$ cat config.mk
export PLATFORM = sky130hd
export DESIGN_NAME = timer8_waveform_modes
export DESIGN_NICKNAME = d
export VERILOG_FILES = /design/src/rtl/timer8_pkg.sv /design/src/rtl/count_if.sv /design/src/rtl/count_sequencer.sv /design/src/rtl/timer8_waveform_modes.sv
export SDC_FILE = /design/constraint.sdc
export NUM_CORES = 1
export LEC_CHECK = 0
export BUFFER_PORTS_ARGS = -buffer_cell sky130_fd_sc_hd__buf_2
export CORE_MARGIN = 1.5
export CORE_UTILIZATION = 40
export CTS_CLUSTER_SIZE = 28
export DETAILED_ROUTE_END_ITERATION = 8
export PLACE_DENSITY = 0.72
export SLEW_MARGIN = 20
export SYNTH_ARGS = -nofsm -noshare
export SYNTH_HDL_FRONTEND = slang
export SYNTH_HIERARCHICAL = 1
export SYNTH_SLANG_ARGS = --single-unit
export TNS_END_PERCENT = 1
$ cat constraint.sdc
create_clock -name pclk -period 8.7 [get_ports pclk]
set_input_delay 2.175 -clock pclk [delete_from_list [all_inputs] [get_ports pclk]]
set_output_delay 2.175 -clock pclk [all_outputs]
set_load 0.01 [all_outputs]
$ cat src/rtl/timer8_pkg.sv
// constants, types and helpers shared by the 8-bit timer waveform block
// What this block does
// [RULE_01] mode code zero: counter only increments and wraps from 0xFF to 0x00
// [RULE_02] free-running: overflow flag set as counter becomes zero; counting never clears it
// [RULE_03] overflow flag clears itself when its interrupt is serviced
// [RULE_04] free-running: software may write the counter at any time
// [RULE_05] mode code 2: count up, clear when counter equals compare A
// [RULE_06] clear-on-match: compare A unbuffered; late low value waits for wrap
// [RULE_07] clear-on-match: compare A flag set each time counter reaches top
// [RULE_08] clear-on-match: action 1 inverts channel A output on each match
// [RULE_09] software sets pin direction to output before waveform reaches pin
// [RULE_10] toggle period is one plus compare A timer clocks
// [RULE_11] clear-on-match: overflow flag still set when counter passes max to zero
// [RULE_12] fast PWM counts zero to top then restarts; top 0xFF (3) or A (7)
// [RULE_13] fast PWM: overflow flag set each time counter reaches top
// [RULE_14] fast PWM: level at match, opposite at top to zero; 2 normal, 3 inverted
// [RULE_15] fast PWM with top 0xFF has a 256 timer clock period
// [RULE_16] fast PWM: compare zero gives spike, compare max gives constant level
// [RULE_17] fast PWM action 1 toggles on match; compare stays buffered
// [RULE_18] codes 1 and 5 count up to top and back down; top 0xFF or A
// [RULE_19] phase-correct: normal action clears on up match, sets on down match
// [RULE_20] phase-correct: counter holds top one timer clock, then counts down
// [RULE_21] phase-correct: overflow flag set each time counter reaches zero
// [RULE_22] counter equal to compare sets that channel flag next timer clock
// [RULE_23] PWM modes: compare writes buffered, loaded at top or bottom
// [RULE_24] software counter write beats any clear or count in that cycle
// [RULE_25] counter, flags and outputs change only when timer clock enable is high; counter writes, flag clears and forces act without it
package timer8_pkg;

   // apb register byte offsets
   localparam logic [11:0] CTRL_OFS   = 12'h000;
   localparam logic [11:0] FORCE_OFS  = 12'h004;
   localparam logic [11:0] COUNT_OFS  = 12'h008;
   localparam logic [11:0] CMP_A_OFS  = 12'h00C;
   localparam logic [11:0] CMP_B_OFS  = 12'h010;
   localparam logic [11:0] FLAGS_OFS  = 12'h014;
   localparam logic [11:0] STATUS_OFS = 12'h018;

   // field positions
   localparam int MODE_LSB  = 0;
   localparam int ACT_A_LSB = 4;
   localparam int ACT_B_LSB = 6;
   localparam int OVF_BIT   = 0;
   localparam int CMP_A_BIT = 1;
   localparam int CMP_B_BIT = 2;
   localparam int UP_BIT    = 0;

   // reset values and fixed counts
   localparam logic [7:0] COUNT_RST = 8'h00;
   localparam logic [7:0] CMP_RST   = 8'h00;
   localparam logic [7:0] MAX_VAL   = 8'hFF;
   localparam logic [7:0] BOTTOM    = 8'h00;
   localparam logic [7:0] CTRL_RST  = 8'h00;

   typedef enum logic [2:0] {
      MODE_NORMAL  = 3'h0,
      MODE_PC_MAX  = 3'h1,
      MODE_CLR     = 3'h2,
      MODE_FAST_MAX = 3'h3,
      MODE_RSV4    = 3'h4,
      MODE_PC_A    = 3'h5,
      MODE_RSV6    = 3'h6,
      MODE_FAST_A  = 3'h7
   } mode_e;

   typedef enum logic [1:0] {
      ACT_NONE   = 2'h0,
      ACT_TOGGLE = 2'h1,
      ACT_MATCH0 = 2'h2,
      ACT_MATCH1 = 2'h3
   } action_e;

   function automatic logic is_pwm(input mode_e m);
      return (m == MODE_PC_MAX) || (m == MODE_FAST_MAX) || (m == MODE_PC_A)
          || (m == MODE_FAST_A);
   endfunction

   function automatic logic is_pc(input mode_e m);
      return (m == MODE_PC_MAX) || (m == MODE_PC_A);
   endfunction

   function automatic logic is_fast(input mode_e m);
      return (m == MODE_FAST_MAX) || (m == MODE_FAST_A);
   endfunction

   function automatic logic top_is_a(input mode_e m);
      return (m == MODE_CLR) || (m == MODE_PC_A) || (m == MODE_FAST_A);
   endfunction

endpackage

$ cat src/rtl/count_if.sv
// counter sequencing signals between the register side and the sequencer
`timescale 1ns/1ps
`default_nettype none
interface count_if;
   logic               tick;
   timer8_pkg::mode_e  mode;
   logic [7:0]         top;
   logic               wr;
   logic [7:0]         wdata;
   logic [7:0]         count;
   logic               up;
   logic               at_top;
   logic               ovf_evt;

   modport ctl (output tick, mode, top, wr, wdata, input count, up, at_top, ovf_evt);
   modport seq (input tick, mode, top, wr, wdata, output count, up, at_top, ovf_evt);
endinterface
`default_nettype wire

$ cat src/rtl/count_sequencer.sv
// counter and direction of the 8-bit timer for all waveform modes
`timescale 1ns/1ps
`default_nettype none
module count_sequencer (
   input wire logic pclk,
   input wire logic presetn,
   count_if.seq     cif
);
   logic [7:0] cnt_q;
   logic [7:0] cnt_d;
   logic       up_q;
   logic       up_d;
   logic       at_top;

   assign at_top      = (cnt_q == cif.top);
   assign cif.count   = cnt_q;
   assign cif.up      = up_q;
   assign cif.at_top  = at_top;

   // next count per mode
   always_comb begin
      up_d  = 1'b1;
      cnt_d = cnt_q + 8'h01;                                 // [RULE_01]
      if (timer8_pkg::is_pc(cif.mode)) begin
         up_d = at_top ? 1'b0 : ((cnt_q == timer8_pkg::BOTTOM) ? 1'b1 : up_q); // [RULE_20]
         if (at_top && cnt_q == timer8_pkg::BOTTOM) begin
            cnt_d = timer8_pkg::BOTTOM;                      // top of zero just sits
         end else if (!up_d) begin
            cnt_d = cnt_q - 8'h01;                           // [RULE_18]
         end
      end else if (cif.mode == timer8_pkg::MODE_CLR || timer8_pkg::is_fast(cif.mode)) begin
         // a top below the count is missed and met again after the wrap
         if (at_top) begin
            cnt_d = timer8_pkg::BOTTOM;                      // [RULE_05] [RULE_06] [RULE_12]
         end
      end
   end

   // overflow event, by mode
   always_comb begin
      cif.ovf_evt = 1'b0;
      if (cif.tick && !cif.wr) begin
         if (timer8_pkg::is_pc(cif.mode)) begin
            cif.ovf_evt = (cnt_q == timer8_pkg::BOTTOM);     // [RULE_21]
         end else if (timer8_pkg::is_fast(cif.mode)) begin
            cif.ovf_evt = at_top;                            // [RULE_13]
         end else begin
            cif.ovf_evt = (cnt_q == timer8_pkg::MAX_VAL);    // [RULE_02] [RULE_11]
         end
      end
   end

   // counter: software write wins over the timer step
   always_ff @(posedge pclk or negedge presetn) begin
      if (!presetn) begin
         cnt_q <= timer8_pkg::COUNT_RST;
      end else if (cif.wr) begin
         cnt_q <= cif.wdata;                                 // [RULE_24] [RULE_04]
      end else if (cif.tick) begin
         cnt_q <= cnt_d;                                     // [RULE_25]
      end
   end

   // direction only moves on a timer step
   always_ff @(posedge pclk or negedge presetn) begin
      if (!presetn) begin
         up_q <= 1'b1;
      end else if (cif.tick && !cif.wr) begin
         up_q <= up_d;
      end
   end
endmodule
`default_nettype wire

$ cat src/rtl/timer8_waveform_modes.sv
// 8-bit timer with two compare channels, waveform modes and an apb register file
//
// The register offsets and the APB interface to the registers were chosen for this implementation.
`timescale 1ns/1ps
`default_nettype none
module timer8_waveform_modes (
   input  wire logic        pclk,
   input  wire logic        presetn,
   input  wire logic        psel,
   input  wire logic        penable,
   input  wire logic        pwrite,
   input  wire logic [11:0] paddr,
   input  wire logic [31:0] pwdata,
   output logic      [31:0] prdata,
   output logic             pready,
   output logic             pslverr,
   input  wire logic        tick_en,
   input  wire logic        ovf_service_ack,
   input  wire logic [1:0]  cmp_service_ack,
   output logic             compare_a_output,
   output logic             compare_b_output
);

   // ------------------------------------------------------------------
   // local helpers
   // ------------------------------------------------------------------

   // word decode shared by the read mux and every write strobe
   function automatic logic reg_sel(input logic [11:0] a, input logic [11:0] ofs);
      return (a[11:2] == ofs[11:2]);
   endfunction

   // true when the address names any implemented register
   function automatic logic mapped(input logic [11:0] a);
      return reg_sel(a, timer8_pkg::CTRL_OFS)  || reg_sel(a, timer8_pkg::FORCE_OFS)
          || reg_sel(a, timer8_pkg::COUNT_OFS) || reg_sel(a, timer8_pkg::CMP_A_OFS)
          || reg_sel(a, timer8_pkg::CMP_B_OFS) || reg_sel(a, timer8_pkg::FLAGS_OFS)
          || reg_sel(a, timer8_pkg::STATUS_OFS);
   endfunction

   // ------------------------------------------------------------------
   // declarations
   // ------------------------------------------------------------------

   count_if cif ();

   logic                  setup;
   logic                  access;
   logic                  wr_en;
   logic [31:0]           rd_mux;
   logic [31:0]           prdata_q;
   logic                  pready_q;
   logic                  pslverr_q;

   logic [7:0]            ctrl_q;
   timer8_pkg::mode_e     mode;
   timer8_pkg::action_e   action [2];
   logic                  pwm;

   logic                  wr_count;
   logic                  wr_force;
   logic                  wr_flags;
   logic [1:0]            wr_cmp;

   logic                  block_q;
   logic                  ovf_q;
   logic [7:0]            buf_q  [2];
   logic [7:0]            act_q  [2];
   logic                  out_q  [2];
   logic                  flag_q [2];
   logic [1:0]            match;
   logic [1:0]            force_hit;
   logic                  eff_up;

   // ------------------------------------------------------------------
   // apb slave
   // ------------------------------------------------------------------

   assign setup  = psel && !penable;
   assign access = psel && penable && pready_q;
   assign wr_en  = access && pwrite;

   // no wait state: the answer is prepared at the setup edge
   always_ff @(posedge pclk or negedge presetn) begin
      if (!presetn) begin
         pready_q <= 1'b0;
      end else begin
         pready_q <= setup;
      end
   end

   // unmapped words answer with an error, writes to them are dropped
   always_ff @(posedge pclk or negedge presetn) begin
      if (!presetn) begin
         pslverr_q <= 1'b0;
      end else begin
         pslverr_q <= setup && !mapped(paddr);
      end
   end

   // read data is sampled one cycle before completion
   always_ff @(posedge pclk or negedge presetn) begin
      if (!presetn) begin
         prdata_q <= 32'h0000_0000;
      end else if (setup && !pwrite) begin
         prdata_q <= rd_mux;
      end
   end

   assign prdata  = prdata_q;
   assign pready  = pready_q;
   assign pslverr = pslverr_q;

   // read mux; unused bits read as zero
   always_comb begin
      rd_mux = 32'h0000_0000;
      if (reg_sel(paddr, timer8_pkg::CTRL_OFS)) begin
         rd_mux[7:0] = ctrl_q;
      end else if (reg_sel(paddr, timer8_pkg::COUNT_OFS)) begin
         rd_mux[7:0] = cif.count;
      end else if (reg_sel(paddr, timer8_pkg::CMP_A_OFS)) begin
         rd_mux[7:0] = buf_q[0];
      end else if (reg_sel(paddr, timer8_pkg::CMP_B_OFS)) begin
         rd_mux[7:0] = buf_q[1];
      end else if (reg_sel(paddr, timer8_pkg::FLAGS_OFS)) begin
         rd_mux[timer8_pkg::OVF_BIT]   = ovf_q;
         rd_mux[timer8_pkg::CMP_A_BIT] = flag_q[0];
         rd_mux[timer8_pkg::CMP_B_BIT] = flag_q[1];
      end else if (reg_sel(paddr, timer8_pkg::STATUS_OFS)) begin
         rd_mux[timer8_pkg::UP_BIT] = cif.up;
         rd_mux[15:8]               = act_q[0];
         rd_mux[23:16]              = act_q[1];
      end
   end

   // write strobes, one cycle each, on the completing edge
   assign wr_count  = wr_en && reg_sel(paddr, timer8_pkg::COUNT_OFS);
   assign wr_force  = wr_en && reg_sel(paddr, timer8_pkg::FORCE_OFS);
   assign wr_flags  = wr_en && reg_sel(paddr, timer8_pkg::FLAGS_OFS);
   assign wr_cmp[0] = wr_en && reg_sel(paddr, timer8_pkg::CMP_A_OFS);
   assign wr_cmp[1] = wr_en && reg_sel(paddr, timer8_pkg::CMP_B_OFS);

   // ------------------------------------------------------------------
   // control register
   // ------------------------------------------------------------------

   // action bits act on the next match, they are never buffered
   always_ff @(posedge pclk or negedge presetn) begin
      if (!presetn) begin
         ctrl_q <= timer8_pkg::CTRL_RST;
      end else if (wr_en && reg_sel(paddr, timer8_pkg::CTRL_OFS)) begin
         ctrl_q <= pwdata[7:0];
      end
   end

   assign mode      = timer8_pkg::mode_e'(ctrl_q[timer8_pkg::MODE_LSB +: 3]);
   assign action[0] = timer8_pkg::action_e'(ctrl_q[timer8_pkg::ACT_A_LSB +: 2]);
   assign action[1] = timer8_pkg::action_e'(ctrl_q[timer8_pkg::ACT_B_LSB +: 2]);
   assign pwm       = timer8_pkg::is_pwm(mode);

   // ------------------------------------------------------------------
   // counter sequencer
   // ------------------------------------------------------------------

   assign cif.tick  = tick_en;                               // [RULE_25]
   assign cif.mode  = mode;
   assign cif.wr    = wr_count;
   assign cif.wdata = pwdata[7:0];
   // top follows the active compare A, so in clear mode a late write is live at once
   assign cif.top   = timer8_pkg::top_is_a(mode) ? act_q[0] : timer8_pkg::MAX_VAL; // [RULE_12]

   count_sequencer u_seq (
      .pclk    (pclk),
      .presetn (presetn),
      .cif     (cif)
   );

   // a counter write masks the match of the next timer clock, even when stopped
   always_ff @(posedge pclk or negedge presetn) begin
      if (!presetn) begin
         block_q <= 1'b0;
      end else if (wr_count) begin
         block_q <= 1'b1;
      end else if (tick_en) begin
         block_q <= 1'b0;
      end
   end

   // ------------------------------------------------------------------
   // overflow flag
   // ------------------------------------------------------------------

   // set wins over service and software clear in the same cycle
   always_ff @(posedge pclk or negedge presetn) begin
      if (!presetn) begin
         ovf_q <= 1'b0;
      end else if (cif.ovf_evt) begin
         ovf_q <= 1'b1;                                      // [RULE_02] [RULE_13] [RULE_21]
      end else if (ovf_service_ack || (wr_flags && pwdata[timer8_pkg::OVF_BIT])) begin
         ovf_q <= 1'b0;                                      // [RULE_03]
      end
   end

   // ------------------------------------------------------------------
   // compare channels
   // ------------------------------------------------------------------

   // phase-correct: a match at top counts as a down match, at bottom as an up match,
   // which keeps the extreme compare values constant and symmetric
   assign eff_up = (cif.count == cif.top) ? 1'b0 :
                   ((cif.count == timer8_pkg::BOTTOM) ? 1'b1 : cif.up);

   for (genvar n = 0; n < 2; n++) begin : g_ch

      assign match[n]     = tick_en && !block_q && !wr_count
                         && (cif.count == act_q[n]);
      // forcing only exists outside the pwm modes
      assign force_hit[n] = wr_force && pwdata[n] && !pwm;

      // software side of the compare value
      always_ff @(posedge pclk or negedge presetn) begin
         if (!presetn) begin
            buf_q[n] <= timer8_pkg::CMP_RST;
         end else if (wr_cmp[n]) begin
            buf_q[n] <= pwdata[7:0];
         end
      end

      // active compare value: direct outside pwm, loaded at top in pwm
      always_ff @(posedge pclk or negedge presetn) begin
         if (!presetn) begin
            act_q[n] <= timer8_pkg::CMP_RST;
         end else if (wr_cmp[n] && !pwm) begin
            act_q[n] <= pwdata[7:0];                         // [RULE_06]
         end else if (!pwm || (tick_en && !wr_count && cif.at_top)) begin
            act_q[n] <= buf_q[n];                            // [RULE_23] [RULE_17]
         end
      end

      // match flag, raised on the edge that ends the matching timer clock
      always_ff @(posedge pclk or negedge presetn) begin
         if (!presetn) begin
            flag_q[n] <= 1'b0;
         end else if (match[n]) begin
            flag_q[n] <= 1'b1;                               // [RULE_22] [RULE_07]
         end else if (cmp_service_ack[n] || (wr_flags && pwdata[timer8_pkg::CMP_A_BIT + n])) begin
            flag_q[n] <= 1'b0;
         end
      end

      // output state; keeps its value across mode changes
      always_ff @(posedge pclk or negedge presetn) begin
         if (!presetn) begin
            out_q[n] <= 1'b0;
         end else if (action[n] == timer8_pkg::ACT_NONE) begin
            out_q[n] <= out_q[n];
         end else if (timer8_pkg::is_fast(mode)) begin
            if (action[n] == timer8_pkg::ACT_TOGGLE) begin
               if (match[n]) begin
                  out_q[n] <= !out_q[n];                     // [RULE_17]
               end
            end else if (tick_en && !wr_count && cif.at_top) begin
               // the wrap wins so a compare at top gives a constant level
               out_q[n] <= (action[n] == timer8_pkg::ACT_MATCH0); // [RULE_14] [RULE_16]
            end else if (match[n]) begin
               out_q[n] <= (action[n] == timer8_pkg::ACT_MATCH1); // [RULE_14] [RULE_15]
            end
         end else if (timer8_pkg::is_pc(mode)) begin
            if (match[n] && action[n] != timer8_pkg::ACT_TOGGLE) begin
               // normal polarity clears going up and sets coming down
               out_q[n] <= (action[n] == timer8_pkg::ACT_MATCH0) ? !eff_up : eff_up; // [RULE_19]
            end
         end else if (match[n] || force_hit[n]) begin
            unique case (action[n])
               timer8_pkg::ACT_TOGGLE: out_q[n] <= !out_q[n]; // [RULE_08] [RULE_10]
               timer8_pkg::ACT_MATCH0: out_q[n] <= 1'b0;
               timer8_pkg::ACT_MATCH1: out_q[n] <= 1'b1;
               timer8_pkg::ACT_NONE:   out_q[n] <= out_q[n];
            endcase
         end
      end
   end

   // ------------------------------------------------------------------
   // pin-side outputs
   // ------------------------------------------------------------------

   // the port logic outside still needs its direction set to show these
   assign compare_a_output = out_q[0];
   assign compare_b_output = out_q[1];

endmodule
`default_nettype wire

# ---- Word level (Yosys, flattened, before mapping)
# Index checks and enable logic that the tools add are counted.
dict set report op_classes {
  add_sub_neg 2
  eq_ne 29
  muxes 60
  n_bitwise 2
  n_reduce_logical 73
}
# operator n
set op_table {}
lappend op_table {{8-bit 2-to-1 mux} 15}
lappend op_table {{16-bit 2-to-1 mux} 6}
lappend op_table {{1-bit 2-to-1 mux} 34}
lappend op_table {{10-bit by 3-bit == test with 1-bit output (second input constant)} 3}
lappend op_table {{1-bit logical AND} 30}
lappend op_table {{8-bit == test} 3}
lappend op_table {{10-bit by 2-bit == test with 1-bit output (second input constant)} 2}
lappend op_table {{1-bit logical OR} 20}
lappend op_table {{3-bit != test (second input constant)} 4}
lappend op_table {{2-bit nonzero test} 6}
lappend op_table {{10-bit by 1-bit == test with 1-bit output (second input constant)} 1}
lappend op_table {{10-bit zero test} 1}
lappend op_table {{5-bit AND reduction} 2}
lappend op_table {{1-bit zero test} 9}
lappend op_table {{8-bit by 1-bit adder with 8-bit output (second input constant)} 1}
lappend op_table {{2-bit == test (second input constant)} 4}
lappend op_table {{8-bit == test (second input constant)} 1}
lappend op_table {{8-bit zero test} 1}
lappend op_table {{8-bit by 1-bit subtractor with 8-bit output (second input constant)} 1}
lappend op_table {{3-bit by 2-bit == test with 1-bit output (second input constant)} 2}
lappend op_table {{3-bit == test (second input constant)} 2}
lappend op_table {{3-bit by 2-bit != test with 1-bit output (second input constant)} 2}
lappend op_table {{1-bit case mux with 3 select lines} 2}
lappend op_table {{3-bit nonzero test} 2}
lappend op_table {{8 further kinds} 12}
dict set report totals {
  ff_bits 81
  input_bits 53
  out_inout_bits 36
  elab_cells 182
}

# ---- Depth between registers and ports, before layout
dict set report depth {
  word_depth 11
  depth_mapped 15
  ltp_nobuf 14
}

# ---- Hierarchy
# Netlist, hierarchy kept.
# mod n_inst cells_per_inst area_each_um2 seq_area_each_um2
set by_module_without_submodules {}
lappend by_module_without_submodules {timer8_waveform_modes 1 393 4032.6 1801.7}
lappend by_module_without_submodules {count_sequencer 1 138 1154.9 226.5}

# ---- Worst setup path after synthesis
# Ideal clock, no wire load.
dict set report synth_timing {
  path_kind {input -> register}
  from {in paddr[6]}
  to {reg u_seq.cnt_q[2] (netlist: u_seq/cif.count[2])}
  setup_time_ns 0.120
  t_arrival_ns 4.231
  required_ns 8.580
  setup_slack_ns 4.349
  path_stages 9
  n_path_buf 0
  cell_sequence {nor4_4 nand2_4 nor3_1 nor2b_1 nand2_1 a21oi_1 a41oi_1 o32ai_1 a31o_2}
}
dict set report synth_via {
  elab_chain_cells 3
  word_cells_on_any_way 4
  classes_between {1 x eq/ne; 1 x mux; 2 x reduce/logical}
}
# item line
set synth_lines {}
lappend synth_lines {{start, declared} timer8_waveform_modes.sv:12} ;# input wire logic [11:0] paddr,
lappend synth_lines {{10-bit by 2-bit == test with 1-bit output *} timer8_waveform_modes.sv:30} ;# return (a[11:2] == ofs[11:2]);
lappend synth_lines {{1-bit logical AND *} timer8_waveform_modes.sv:137} ;# assign wr_count = wr_en && reg_sel(paddr, timer8_pkg::COUNT_OFS);
lappend synth_lines {{via cif.wr} count_if.sv:8} ;# logic wr;
lappend synth_lines {{8-bit 2-to-1 mux or 2-bit nonzero test (tied branches)} n/a}
lappend synth_lines {{end signal, assigned} count_sequencer.sv:56} ;# cnt_q <= timer8_pkg::COUNT_RST;
lappend synth_lines {{end signal, assigned} count_sequencer.sv:58} ;# cnt_q <= cif.wdata;
lappend synth_lines {{end signal, assigned} count_sequencer.sv:60} ;# cnt_q <= cnt_d;
lappend synth_lines {{end, declared} count_sequencer.sv:9} ;# logic [7:0] cnt_q;
# Mark *: on every way through the listed nets, which the timed path passes. The rest lies on a longest branch.
# A chain may end at the register's enable or synchronous reset.

# ---- Worst setup path in the final report
dict set report layout_timing {
  from {in paddr[4]}
  to {reg u_seq.cnt_q[4] (netlist: u_seq/cif.count[4])}
}
# Same word-level chain as after synthesis.

==> summary.md <==
| Metric | Value |
|---|---|
| DRT iter0 DRCs | 430 |
| Clock sinks | 81 |
| Remaining antenna violation count | 0 |
| Tcrit/Tclk final | slightly below 60% |
| Status | completed |
| Seq/Total Area, Yosys | around 39% |
| Root Buffer | clkbuf_16 |
| CP arrival | ~5.3 ns |
| Share of cells above drive strength 1 | between 20% and 30% |
| Fill cells | 1206 |
| Total track usage | 22.0% |
| DP Area | around 0.0055 sq mm |
| Number of global-route vias before repair | ~4300 |
| Synth Register Bits | 81 |
| Unrepaired setup endpoints after global routing | false |
| FMAX | 0.199 GHz |
| Netlist cell types | 84 |
| DR WL/cell | between 15 and 20 microns |
| Largest net degree at the start of global routing | 82 |
| First-pass GRT wire length | about 23000 microns |
| Post-synth EDFFs | 0 |
| First-pass iteration count of the detailed router | 5 |
| PD cells | 181 mW/mm^2 |
| GPL Wtd Cong | 0.923 |
| Worst-Skew Late Latency | 0.35 ns |
| Nets | 627 |
| Max_slew headroom | 37.8% |
| Mapped cell area | 0.00519 sq mm |
| Min cycle time layout | 5.02 ns |
| CP Data Required Time | 8.94 ns |
| Final Max Tran Viols | 0 |
| Area delta synth->final | 12.1% |
| Worst R2R Start | ctrl_q[0] |
| Main flop type after synthesis | dfrtp_1 |
| R2R Setup Slk | 4.94 ns |
| Die ar. | 0.0137 sq mm |
| DRC | 0 |
| Initial antenna violation count | 0 |
| Worst clock skew | between 0.01 and 0.015 ns |
| Worst min-delay path endpoint | prdata[5] |
| DR vias/cell | a little under 6 |
| Worst setup EP type | register |
| # IOs | between 80 and 90 |
| Postcts setup bufs | 0 |
| Lkg Pwr | 2.59 nW |
| Final WL | 14300 microns |
| Synth Area per Inst | 9.77 sq um |
| CTS max path bufs | 2 |
| Hold_sp | prdata[5] |
| Total power | about 1.1 mW |
| Post-cts resize count | 0 |
| Post-place setup slack | 3.42 ns |
| Hold Crit Depth | 2 |
| Clock-pin slew on the worst setup and hold paths | 0.07 ns |
| CP startpoint kind | input pin |
| Via Count | ~4400 |
| Post-route cell area | 0.00581 sq mm |
| Setup TNS | 0 ns |
| Placement row count | 41 |
| Yosys warns | 6 |
| Initial Utilization | just over 40% |
| Min-delay worst type | reg -> reg |
| IO Port Bufs | 54 |
| Worst reg2reg endpoint | act_q[8] |
| Crit-path max FO | 18 |
| DP Wirelength | 10100 microns |
| Post-layout util | a little under half |
| Endpoints failing setup | 0 |
| Die span in x | ~120 microns |
| Inserted Clock Buffers | 9 |
| Async SR Flop Fraction | 100% |
| MaxCap Viol Count | 0 |
| Critical path class | in -> reg |
| Maximum vdd drop | 88.8 uV |
| Synth Instances | between 500 and 600 |
| Endpoints failing hold | 0 |
| Worst slew pin tran | 0.927 ns |
| Core area | around 0.013 sq mm |
| Grt ovf | 0 |
| Die H | 117 microns |
| Worst setup margin | between 3 and 4 ns |
| Antenna diodes | 0 |
| CTS tree | built |
| CTS Hold Bufs | 0 |
| H-tree lvl count | 3 |
| Worst reg2reg path depth | 13 |
==> per-stage QoR <==
stage,instances,hold slack [ns]
after detailed placement,732,0.470
after CTS,748,0.484
after floorplan,538,0.445
final,748,0.479
after global routing,748,0.506
after global placement,732,0.457
==> per-layer routing <==
| layer | share of wire, % | global-route usage [%] |
|---|---|---|
| met3 | 6.1 | 3.30 |
| met2 | 47 | 36.0 |
| met1 | 43 | 29.2 |
| met5 | 0 | 0 |
| met4 | 3.1 | 9.32 |
==> flip-flops by register name, summed over array words and instances, names as in the netlist, 2 cells and up <==
register	count
buf_q	16
u_seq/cif.count	8
act_q	16
prdata	24
flag_q	2
ctrl_q	8
==> cell usage after synthesis, drive strengths merged, types with 15 or more instances <==
cell type | instances | share of area [%]
dfrtp | 80 | 39
nand2 | 41 | 3.3
o21ai | 25 | 2.5
inv | 18 | 1.3
clkbuf | 15 | 1.1
xor2 | 19 | 3.5
mux2 | 23 | 5.6
buf | 20 | 2.8
mux2i | 21 | 4.1
nor2 | 37 | 2.8
a21oi | 46 | 4.4
a22o | 16 | 2.7
==> cells by family (layout without fill, tap and decap cells) <==
family,after synthesis,after routing,share of synthesized area (%)
multiplexers,44,44,9.62
AO/OA/AOI/OAI,143,143,19.4
adder cells (fa/ha/maj),3,3,0.724
flip-flops,81,81,39.1
other,1,8,0.0723
XOR/XNOR,26,26,4.68
AND/OR/NAND/NOR,180,180,21.2
buffers and inverters,53,91,5.23
==> power breakdown <==
| group | internal [mW] | leakage [nW] | switching, mW |
|---|---|---|---|
| registers | 0.392 | 1.08 | 0.0925 |
| clock network | 0.194 | 0.133 | 0.160 |
| logic | 0.0925 | 1.37 | 0.120 |
==> worst max-delay path, stage by stage <==
cell      delay, ns
buf_2          0.20
nand2b_1       0.44
nand2b_1       0.24
nor3_1         0.08
buf_4          0.20
nor2b_1        0.67
nand2_1        0.17
a21oi_1        0.49
and3_1         0.25
a21oi_1        0.08
o32ai_1        0.25
==> layout by cell type (no fill, tap or decap), types with 13 or more instances in the layout <==
| cell | n |
|---|---|
| a21oi_1 | 46 |
| mux2i_1 | 21 |
| xor2_1 | 17 |
| o21ai_0 | 13 |
| inv_1 | 17 |
| buf_2 | 53 |
| dfrtp_1 | 80 |
| nand2_1 | 38 |
| nor2_1 | 36 |
| mux2_2 | 15 |
| a22o_1 | 16 |
| nand2b_1 | 13 |
==> final cells by class <==
type	count	area, sq um	share of cell area [%]
multi-input combinational	404	2930	50.4
tap	172	215	3.70
sequential	81	2030	34.9
clock inverter	6	43.8	0.753
timing repair buffer	57	299	5.14
inverter	18	67.6	1.16
clock buffer	10	229	3.94
==> how the worst max path moves through the flow <==
| stage | start | endpoint |
|---|---|---|
| after floorplan | paddr[6] | u_seq/cif.count[2] |
| after global placement | paddr[4] | u_seq/cif.count[4] |
| after detailed placement | paddr[4] | u_seq/cif.count[4] |
| after CTS | paddr[4] | u_seq/cif.count[4] |
| after global routing | paddr[4] | u_seq/cif.count[4] |
| final | paddr[4] | u_seq/cif.count[4] |
Note: power is estimated with default switching activity, not from simulation.
